### src/logic/smr_pkg.sv
`default_nettype none
package smr_pkg;
   localparam int NCH = 4;
   localparam int CLK_NS = 25;
   localparam int PWRUP_NS = 28650;
   // least wait rounds up to whole cycles
   localparam int PWRUP_CYC = (PWRUP_NS + CLK_NS - 1) / CLK_NS;
   localparam logic [10:0] PWRUP_CNT = 11'(PWRUP_CYC);
   localparam logic [11:0] FAULT_CYC = 12'hFA0;
   //////////////////////////////////////////////////////////////////
   // byte offsets on the bus
   localparam logic [7:0] A_MCR = 8'h00;
   localparam logic [7:0] A_CCR = 8'h04;
   localparam logic [7:0] A_FIFO = 8'h14;
   localparam logic [7:0] A_STAT = 8'h24;
   localparam logic [7:0] A_FLUSH = 8'h28;
   // master_config_word fields
   localparam int M_POL = 0;
   localparam int M_BEH = 1;
   localparam int M_PROTB = 8;
   localparam int M_ODD = 12;
   // channel_config_word fields
   localparam int C_DEC = 0;
   localparam int C_SPD = 1;
   localparam int C_BLEN = 3;
   localparam int C_SUP = 5;
   localparam int C_TRIP = 6;
   localparam int C_HYS = 8;
   //////////////////////////////////////////////////////////////////
   // speed ranges in clock cycles, index is the speed field
   localparam logic [3:0][12:0] BT_MIN = {13'hC80, 13'h640, 13'h3E8, 13'h280};
   localparam logic [3:0][12:0] BT_MAX = {13'hF00, 13'h780, 13'h4B0, 13'h300};
   localparam logic [3:0][7:0] DG_LEN = {8'h20, 8'h10, 8'h0C, 8'h08};
   localparam logic [4:0] A_BITS = 5'h11;
   localparam logic [4:0] B_BASE = 5'h09;
   localparam logic [4:0] CRC_POLY = 5'h05;
   localparam logic [1:0] E_NONE = 2'h0;
   localparam logic [1:0] E_BIT = 2'h1;
   localparam logic [1:0] E_MANY = 2'h2;
   localparam logic [1:0] E_CHK = 2'h3;
   //////////////////////////////////////////////////////////////////
   typedef enum logic [2:0] {ST_PWR, ST_HUNT, ST_SYNC, ST_DATA, ST_IDLE} smr_st_t;
   typedef struct packed {
      logic cyc;
      logic stb;
      logic we;
      logic [7:0] adr;
      logic [3:0] sel;
      logic [31:0] dat;
   } smr_wb_req_t;
   typedef struct packed {
      logic ack;
      logic [31:0] dat;
   } smr_wb_rsp_t;
   typedef struct packed {
      logic [1:0] trip;
      logic hys;
   } smr_cmp_t;
   typedef struct packed {
      logic [15:0] channel_config_word;
      logic [1:0] sy;
      logic lvl;
      logic [7:0] dg;
      smr_st_t st;
      logic [12:0] cnt;
      logic [12:0] bt;
      logic early;
      logic [4:0] nb;
      logic [16:0] sh;
      logic [1:0][13:0] fe;
      logic [1:0] fc;
      logic lost;
      logic oc;
      logic [11:0] otmr;
   } smr_ch_t;
   typedef struct packed {
      logic [15:0] master_config_word;
      logic [10:0] pwr;
      smr_ch_t [3:0] ch;
      smr_wb_rsp_t wb;
      logic message_waiting_out;
      logic [3:0] sup;
      smr_cmp_t [3:0] cfgo;
   } smr_state_t;
   // all-zero reset: configuration words clear, decoders in ST_PWR
   localparam smr_state_t ST_RST = '0;
endpackage
`default_nettype wire

### src/logic/smr_top.sv
// What this block does
// - four channels, decoder enabled per channel config
// - zero rises mid-bit, one falls mid-bit
// - two zero sync bits set bit time
// - sync rate out of range: error, idle
// - centre edge within 75..125 percent, restarts count
// - one early edge ignored, second is error
// - no centre edge in window: bit error
// - idle 1.5 min bit; completes message
// - decode errors stored at once
// - decode error discards message, minimum bit time
// - one code per message, fixed priority
// - wait 28.65 us after reset before decoding
// - protocol A: sync, 12 data, 5 check
// - protocol A check x5+x2+1, mismatch flagged
// - protocol B: 8..11 data, parity checked
// - protocol B per channel, speed per channel
// - per channel FIFO, two entries deep
// - message waiting held while any FIFO occupied, except during bus cycles with select behaviour set
// - overwrite when full drops oldest, lost flag
// - read pops oldest, read or flush clears lost
// - trip point, hysteresis, speed dependent deglitch
// - fault timer latches channel off until re-enabled
// - odd or even parity for protocol B
// - message waiting polarity selectable
// - message waiting inactive when all FIFOs empty
//
// The register addresses and the Wishbone register port were decided locally.
`default_nettype none
module smr_top
(
   // clock, reset, enable
   input wire logic clk_i,
   input wire logic rst_i,
   input wire logic ce_i,
   // register bus
   input wire smr_pkg::smr_wb_req_t wb_i,
   output var smr_pkg::smr_wb_rsp_t wb_o,
   // sensor channels
   input wire logic [3:0] cmp_i,
   input wire logic [3:0] ilim_i,
   output var logic [3:0] sensor_supply_out_o,
   output var smr_pkg::smr_cmp_t [3:0] cmp_cfg_o,
   // host notification
   output var logic message_waiting_out_o
);
   import smr_pkg::*;

   smr_state_t q;
   smr_state_t n;
   smr_ch_t c;
   logic take;
   logic rd;
   logic wr;
   logic [15:0] wmask;
   logic [15:0] wval;
   logic [31:0] rdat;
   logic [1:0] spd;
   logic [12:0] bmin;
   logic [12:0] bmax;
   logic [12:0] idle;
   logic [4:0] nexp;
   logic isb;
   logic ok;
   logic flush;
   logic any_w;
   logic [1:0] err;
   logic [11:0] dat;
   logic [3:0] edg_w;
   logic [3:0] push_w;
   logic [3:0] pop_w;
   logic [3:0] cmpl_w;
   logic [3:0][12:0] lo_w;
   logic [3:0][12:0] hi_w;
   logic [3:0][13:0] pv_w;

   function automatic logic [4:0] crc5(input logic [11:0] d);
      logic [4:0] r;
      r = 5'h00;
      for (int k = 11; k >= 0; k--)
      begin
         if (r[4] ^ d[k])
            r = {r[3:0], 1'b0} ^ CRC_POLY;
         else
            r = {r[3:0], 1'b0};
      end
      return r;
   endfunction

   ////////////////////////////////////////////////////////////////////
   always_comb
   begin
      n = q;
      c = q.ch[0];
      rdat = 32'h0000_0000;
      spd = 2'h0;
      bmin = 13'h0000;
      bmax = 13'h0000;
      idle = 13'h0000;
      nexp = 5'h00;
      isb = 1'b0;
      ok = 1'b0;
      flush = 1'b0;
      err = E_NONE;
      dat = 12'h000;
      edg_w = 4'h0;
      push_w = 4'h0;
      pop_w = 4'h0;
      cmpl_w = 4'h0;
      lo_w = '0;
      hi_w = '0;
      pv_w = '0;
      take = wb_i.cyc && wb_i.stb && !q.wb.ack;
      wr = take && wb_i.we;
      rd = take && !wb_i.we;
      wmask = {{8{wb_i.sel[1]}}, {8{wb_i.sel[0]}}};
      wval = wb_i.dat[15:0];
      any_w = 1'b0;
      n.wb.ack = take;
      if (q.pwr != PWRUP_CNT)
         n.pwr = q.pwr + 11'h001;
      if (wr && wb_i.adr == A_MCR)
         n.master_config_word = (q.master_config_word & ~wmask) | (wval & wmask);
      if (wr && wb_i.adr == A_FLUSH && wb_i.sel[0])
         flush = 1'b1;
      for (int i = 0; i < NCH; i++)
      begin
         c = q.ch[i];
         any_w = any_w | (c.fc != 2'h0);
         if (wr && wb_i.adr == A_CCR + 8'(4 * i))
            n.ch[i].channel_config_word = (c.channel_config_word & ~wmask) | (wval & wmask);
         spd = c.channel_config_word[C_SPD +: 2];
         bmin = BT_MIN[spd];
         bmax = BT_MAX[spd];
         idle = bmin + (bmin >> 1);
         lo_w[i] = c.bt - (c.bt >> 2);
         hi_w[i] = c.bt + (c.bt >> 2);
         isb = q.master_config_word[M_PROTB + i];
         nexp = isb ? 5'(c.channel_config_word[C_BLEN +: 2]) + B_BASE : A_BITS;
         // the first stage feeds only the second one
         n.ch[i].sy = {c.sy[0], cmp_i[i]};
         // filter length follows the channel speed
         if (c.sy[1] == c.lvl)
            n.ch[i].dg = 8'h00;
         else if (c.dg + 8'h01 >= DG_LEN[spd])
         begin
            n.ch[i].dg = 8'h00;
            n.ch[i].lvl = c.sy[1];
            edg_w[i] = 1'b1;
         end
         else
            n.ch[i].dg = c.dg + 8'h01;
         if (c.cnt != 13'h1FFF)
            n.ch[i].cnt = c.cnt + 13'h0001;
         if (!c.channel_config_word[C_DEC] && c.st != ST_PWR)
            n.ch[i].st = ST_HUNT;
         else
         begin
            case (c.st)
               ST_PWR:
               begin
                  n.ch[i].bt = bmin;
                  if (q.pwr == PWRUP_CNT)
                     n.ch[i].st = ST_HUNT;
               end
               ST_HUNT:
               begin
                  // idle line is low, so the first sync centre rises
                  if (edg_w[i] && c.sy[1])
                  begin
                     n.ch[i].st = ST_SYNC;
                     n.ch[i].cnt = 13'h0000;
                  end
               end
               ST_SYNC:
               begin
                  // centre to centre of the two zeros is one bit time
                  if (edg_w[i] && c.sy[1])
                  begin
                     if (c.cnt >= bmin && c.cnt <= bmax)
                     begin
                        n.ch[i].st = ST_DATA;
                        n.ch[i].bt = c.cnt;
                        n.ch[i].cnt = 13'h0000;
                        n.ch[i].nb = 5'h00;
                        n.ch[i].early = 1'b0;
                        n.ch[i].sh = 17'h00000;
                     end
                     else
                        err = E_BIT;
                  end
                  else if (c.cnt > bmax + bmax)
                     err = E_BIT;
               end
               ST_DATA:
               begin
                  if (edg_w[i])
                  begin
                     if (c.cnt < lo_w[i])
                     begin
                        if (c.early)
                           err = E_BIT;
                        else
                           n.ch[i].early = 1'b1;
                     end
                     else if (c.cnt <= hi_w[i] && c.nb != nexp)
                     begin
                        // falling centre is a one, rising a zero
                        n.ch[i].sh = {c.sh[15:0], ~c.sy[1]};
                        n.ch[i].nb = c.nb + 5'h01;
                        n.ch[i].cnt = 13'h0000;
                        n.ch[i].early = 1'b0;
                     end
                     else if (c.nb == nexp)
                        err = E_MANY;
                     else
                        err = E_BIT;
                  end
                  else if (c.nb == nexp && c.cnt >= idle)
                  begin
                     cmpl_w[i] = 1'b1;
                     if (isb)
                     begin
                        dat = {1'b0, c.sh[11:1]};
                        ok = (^c.sh[11:0]) == q.master_config_word[M_ODD];
                     end
                     else
                     begin
                        dat = c.sh[16:5];
                        ok = crc5(c.sh[16:5]) == c.sh[4:0];
                     end
                     push_w[i] = 1'b1;
                     pv_w[i] = {ok ? E_NONE : E_CHK, dat};
                     n.ch[i].st = ST_HUNT;
                     n.ch[i].cnt = 13'h0000;
                  end
                  else if (c.nb != nexp && c.cnt > hi_w[i])
                     err = E_BIT;
               end
               ST_IDLE:
               begin
                  if (edg_w[i])
                     n.ch[i].cnt = 13'h0000;
                  else if (c.cnt >= idle)
                     n.ch[i].st = ST_HUNT;
               end
               default:
                  n.ch[i].st = ST_HUNT;
            endcase
         end
         // decode errors go straight into the FIFO, no idle wait
         if (err != E_NONE)
         begin
            push_w[i] = 1'b1;
            pv_w[i] = {err, 12'h000};
            n.ch[i].st = ST_IDLE;
            n.ch[i].bt = bmin;
            n.ch[i].cnt = 13'h0000;
            err = E_NONE;
         end
         // FIFO: pop, then flush, then push so a new event wins
         pop_w[i] = rd && wb_i.adr == A_FIFO + 8'(4 * i) && c.fc != 2'h0;
         if (pop_w[i])
         begin
            n.ch[i].fe[0] = c.fe[1];
            n.ch[i].fc = c.fc - 2'h1;
            n.ch[i].lost = 1'b0;
         end
         if (flush && wval[i])
         begin
            n.ch[i].fc = 2'h0;
            n.ch[i].lost = 1'b0;
         end
         if (push_w[i])
         begin
            if (n.ch[i].fc == 2'h2)
            begin
               n.ch[i].fe[0] = n.ch[i].fe[1];
               n.ch[i].fe[1] = pv_w[i];
               n.ch[i].lost = 1'b1;
            end
            else
            begin
               n.ch[i].fe[n.ch[i].fc[0]] = pv_w[i];
               n.ch[i].fc = n.ch[i].fc + 2'h1;
            end
         end
         // over-current: timer runs only while the supply is on
         if (ilim_i[i] && q.sup[i])
         begin
            if (c.otmr == FAULT_CYC)
               n.ch[i].oc = 1'b1;
            else
               n.ch[i].otmr = c.otmr + 12'h001;
         end
         else
            n.ch[i].otmr = 12'h000;
         // re-enable clears the latch only once the overload is gone
         if (wr && wb_i.adr == A_CCR + 8'(4 * i) && wb_i.sel[0] &&
             wval[C_SUP] && !ilim_i[i] && c.otmr != FAULT_CYC)
            n.ch[i].oc = 1'b0;
         n.sup[i] = n.ch[i].channel_config_word[C_SUP] && !n.ch[i].oc;
         n.cfgo[i].trip = n.ch[i].channel_config_word[C_TRIP +: 2];
         n.cfgo[i].hys = n.ch[i].channel_config_word[C_HYS];
         if (wb_i.adr == A_CCR + 8'(4 * i))
            rdat = {16'h0000, c.channel_config_word};
         else if (wb_i.adr == A_FIFO + 8'(4 * i))
            rdat = {15'h0000, c.lost, c.fc, (c.fc != 2'h0) ? c.fe[0] : 14'h0000};
      end
      if (wb_i.adr == A_MCR)
         rdat = {16'h0000, q.master_config_word};
      else if (wb_i.adr == A_STAT)
         rdat = {16'h0000, q.ch[3].fc, q.ch[2].fc, q.ch[1].fc, q.ch[0].fc,
                 q.ch[3].lost, q.ch[2].lost, q.ch[1].lost, q.ch[0].lost,
                 q.ch[3].oc, q.ch[2].oc, q.ch[1].oc, q.ch[0].oc};
      n.wb.dat = rd ? rdat : 32'h0000_0000;
      // select behaviour: bus activity stands in for the host select
      n.message_waiting_out = (any_w && !(q.master_config_word[M_BEH] && wb_i.cyc)) ^ q.master_config_word[M_POL];
   end

   always_ff @(posedge clk_i)
   begin
      if (rst_i)
         q <= ST_RST;
      else if (ce_i)
         q <= n;
   end

   assign wb_o = q.wb;
   assign sensor_supply_out_o = q.sup;
   assign cmp_cfg_o = q.cfgo;
   assign message_waiting_out_o = q.message_waiting_out;
endmodule
`default_nettype wire

### config.mk
export PLATFORM = sky130hd
export DESIGN_NAME = smr_top
export DESIGN_NICKNAME = d
export VERILOG_FILES = /design/src/logic/smr_pkg.sv /design/src/logic/smr_top.sv
export SDC_FILE = /design/constraint.sdc
export NUM_CORES = 2
export LEC_CHECK = 0
export BUFFER_PORTS_ARGS = -buffer_cell sky130_fd_sc_hd__buf_4
export CORE_MARGIN = 2
export CORE_UTILIZATION = 69
export DETAILED_ROUTE_END_ITERATION = 10
export PLACE_DENSITY = 0.93
export SYNTH_ARGS = -nofsm -noshare
export SYNTH_HDL_FRONTEND = slang
export SYNTH_SLANG_ARGS = --single-unit
### constraint.sdc
create_clock -name clk_i -period 11.85 [get_ports clk_i]
set_input_delay 2.37 -clock clk_i [delete_from_list [all_inputs] [get_ports clk_i]]
set_output_delay 2.37 -clock clk_i [all_outputs]
set_load 0.02 [all_outputs]
==> flow_metrics.tcl <==
set metrics [dict create \
    status "completed" \
    fmax_ghz 0.1551 \
    cts_hold_buf 0 \
    vias 36770 \
    drt-total-wl_mm 109.8 \
    synth.area.top_cells "dfxtp_1 (28%), ha_1 (13%), nor2_1 (4.9%)" \
    drc_errors 0 \
    post_cts_buffers 0 \
    place_hpwl_mm 76.12 \
    syn_area_per_cell_um2 8.059 \
    first_pass_iters 7 \
    setup.worst_path.class "input pin to flop" \
    ys.warnings.count 0 \
    synth_top_cell_by_area "dfxtp_1" \
    ant_nets 0 \
    drt_iter0_drc 4939 \
    power_mw 4.129 \
    final_area_um2 41050 \
    clk_pin_slew_worst_paths_ns 0.06 \
    synth_edf_count 0 \
    vias_per_cell 6.703 \
    die_width_um 240.3 \
    reg2reg_depth 23 \
    synth_top_flop_cell "dfxtp_1" \
    fin_nets 5152 \
    cts_buffer_depth 3 \
    place_congestion 0.9882 \
    rsz0062_at_grt "no" \
    syn_inst 4780 \
    finalCritPeriodShare_pct 54.42 \
    grt_remaining_overflow 0 \
    min_path_type "flop to flop" \
    cp.arrival_ns 6.93 \
    drive_above_1_share_pct 6.333 \
    worstSetupEndpointType "flop" \
    tritoncts "built" \
    num_io_pins 108 \
    p_per_area_nw_per_um2 100.6 \
    fp.dieH_um 240.3 \
    core_area_um2 55200 \
    cts_resized 0 \
    grt_max_degree 132 \
    clock_skew_ns 0.03399 \
    maxSlewViolCount 0 \
    rows 86 \
    yosysTopAreaCellShare_pct 28.17 \
    whs_path_depth 2 \
    die_area_um2 57730 \
    cts.sinks 542 \
    initial_core_util_pct 69.79 \
    grt_first_pass_wirelength_mm 176.2 \
    numCtsBuffers 56 \
    worstMarginPinSlew_ns 1.419 \
    synth_cell_types 109 \
    cts_max_level 2 \
    cellLeakagePower_nw 16.19 \
    drv_cap 0 \
    ys_seq_elements 542 \
    setup_violations 0 \
    antenna_found_initial 2 \
    grt_usage_pct 37.05 \
    netlist_area_um2 38520 \
    dpl_cell_area_um2 39140 \
    startpoint_type "input pin" \
    io_buffer_count 74 \
    slew_headroom_pct 5.081 \
    clk_latency_ns 0.65 \
    ys_seq_area_share_pct 28.17 \
    worstPathMaxFanout 19 \
    synthArstFlopShare_pct 0 \
    cts-root-buf "clkbuf_16" \
    reg2reg_setup_slack_ns 5.40 \
    setup-tns-final_ns 0 \
    finalHoldViolations 0 \
    area_growth_syn_to_layout_pct 6.568 \
    fillers 3823 \
    cp.required_ns 12.33 \
    wl_per_cell_um 20.02 \
    ir_worst_vdd_mv 0.1304 \
    fin_crit_ns 6.448 \
    first_global_vias 34890 \
]
==> cell usage after synthesis (17+ instances only) <==
library cell / n
dfxtp_1: 542
nor2_1: 506
nand2_1: 470
ha_1: 394
a21oi_1: 322
xnor2_1: 210
inv_1: 208
nand3_1: 200
clkbuf_1: 194
o21ai_0: 190
xor2_1: 105
mux2i_1: 104
nor3_1: 93
a211oi_1: 88
nand2b_1: 70
a31oi_1: 59
and3_1: 59
a22oi_1: 56
buf_4: 52
a21o_1: 50
a221oi_1: 50
a22o_1: 47
nand4_1: 45
and2_1: 35
nor2b_1: 35
o21a_1: 35
mux2_2: 30
o211ai_1: 27
o21bai_1: 27
buf_2: 26
o31ai_1: 24
a32o_1: 23
nand3b_1: 21
or3_1: 20
o221ai_1: 19
nor4_1: 18
a221o_1: 17
o22ai_1: 17
or4_1: 17
==> where the power goes <==
part | internal (mW) | leakage, nW | total, mW | switching (mW)
registers | 1.84 | 4.38 | 1.87 | 0.0297
logic | 0.154 | 10.9 | 0.411 | 0.257
clock network | 1.05 | 0.926 | 1.85 | 0.798
total | 3.04 | 16.2 | 4.13 | 1.08
==> per-layer routing <==
metal / vias up / GRT usage, % / wire, um
met3: 485 / 7.853 / 12840
met2: 2167 / 58.99 / 48670
met1: 17140 / 47.41 / 42450
met4: 2 / 18.77 / 5831
met5: - / 0 / 9
li1: 16970 / - / -
==> cell usage in the layout (no fill, tap or decap), types with 20 or more instances in the layout <==
| cell | count |
|---|---|
| nor2_1 | 504 |
| o211ai_1 | 27 |
| nand2b_1 | 70 |
| a21o_1 | 50 |
| inv_1 | 208 |
| o21ai_0 | 190 |
| xor2_1 | 105 |
| ha_1 | 394 |
| a221oi_1 | 50 |
| o31ai_1 | 24 |
| nand4_1 | 45 |
| nand2_1 | 470 |
| xnor2_1 | 210 |
| and2_1 | 35 |
| nor3_1 | 91 |
| clkbuf_16 | 57 |
| a22oi_1 | 56 |
| nand3_1 | 200 |
| and3_1 | 59 |
| mux2_2 | 30 |
| dfxtp_1 | 542 |
| or3_1 | 20 |
| nand3b_1 | 21 |
| buf_4 | 108 |
| nor2b_1 | 35 |
| a22o_1 | 47 |
| a211oi_1 | 88 |
| mux2i_1 | 104 |
| a31oi_1 | 59 |
| a21oi_1 | 321 |
| o21bai_1 | 27 |
| o21a_1 | 35 |
| a32o_1 | 23 |
==> worst paths after layout <==
check	from	endpoint
hold reg to reg	wb_o[11]	wb_o[11]
setup / recovery	wb_i[41]	q[322]
setup reg to reg	q[243]	q[194]
hold / removal	wb_o[11]	wb_o[11]
==> worst max-delay path, stage by stage <==
cell and delay [ns]:
buf_4 0.13, nor4b_4 0.43, nand4_1 0.43, nor3_2 0.22
buf_4 0.29, xnor2_1 0.11, nor2_2 0.56, inv_1 0.52
ha_1 0.60, o21ai_1 0.25, o21ai_1 0.39, a221oi_1 0.47
a211oi_1 0.14
==> layout make-up <==
cell class | instances | area (um2) | share of cell area (%)
antenna | 1 | 2.502 | 0.006096
sequential | 542 | 10850 | 26.43
clock buffer | 81 | 1637 | 3.987
clock inverter | 22 | 271.5 | 0.6614
inverter | 211 | 792.0 | 1.929
tap | 748 | 935.9 | 2.280
multi-input combinational | 3771 | 25730 | 62.67
timing repair buffer | 110 | 837.1 | 2.039
==> cells by family after synthesis <==
kind of cell,synth area share [%]
other cells,0.009735
fa+ha+maj,13.24
flops,28.17
mux,3.748
buf+inv,5.317
xor+xnor,7.340
compound gates,21.29
simple gates,20.88
==> through the flow <==
stage / std cells / hold WS [ns] / util [%] / setup WS, ns
final: 5486 / 0.4463 / 74.37 / 5.402
after global routing: 5485 / 0.4721 / 74.36 / 5.025
after CTS: 5485 / 0.4500 / 74.36 / 5.629
after detailed placement: 5382 / 0.4390 / 70.91 / 5.032
after global placement: 5382 / 0.4307 / 70.91 / 5.199
after floorplan: 4798 / 0.4168 / - / 6.354
No activity file was read; power rests on OpenSTA's default activity.
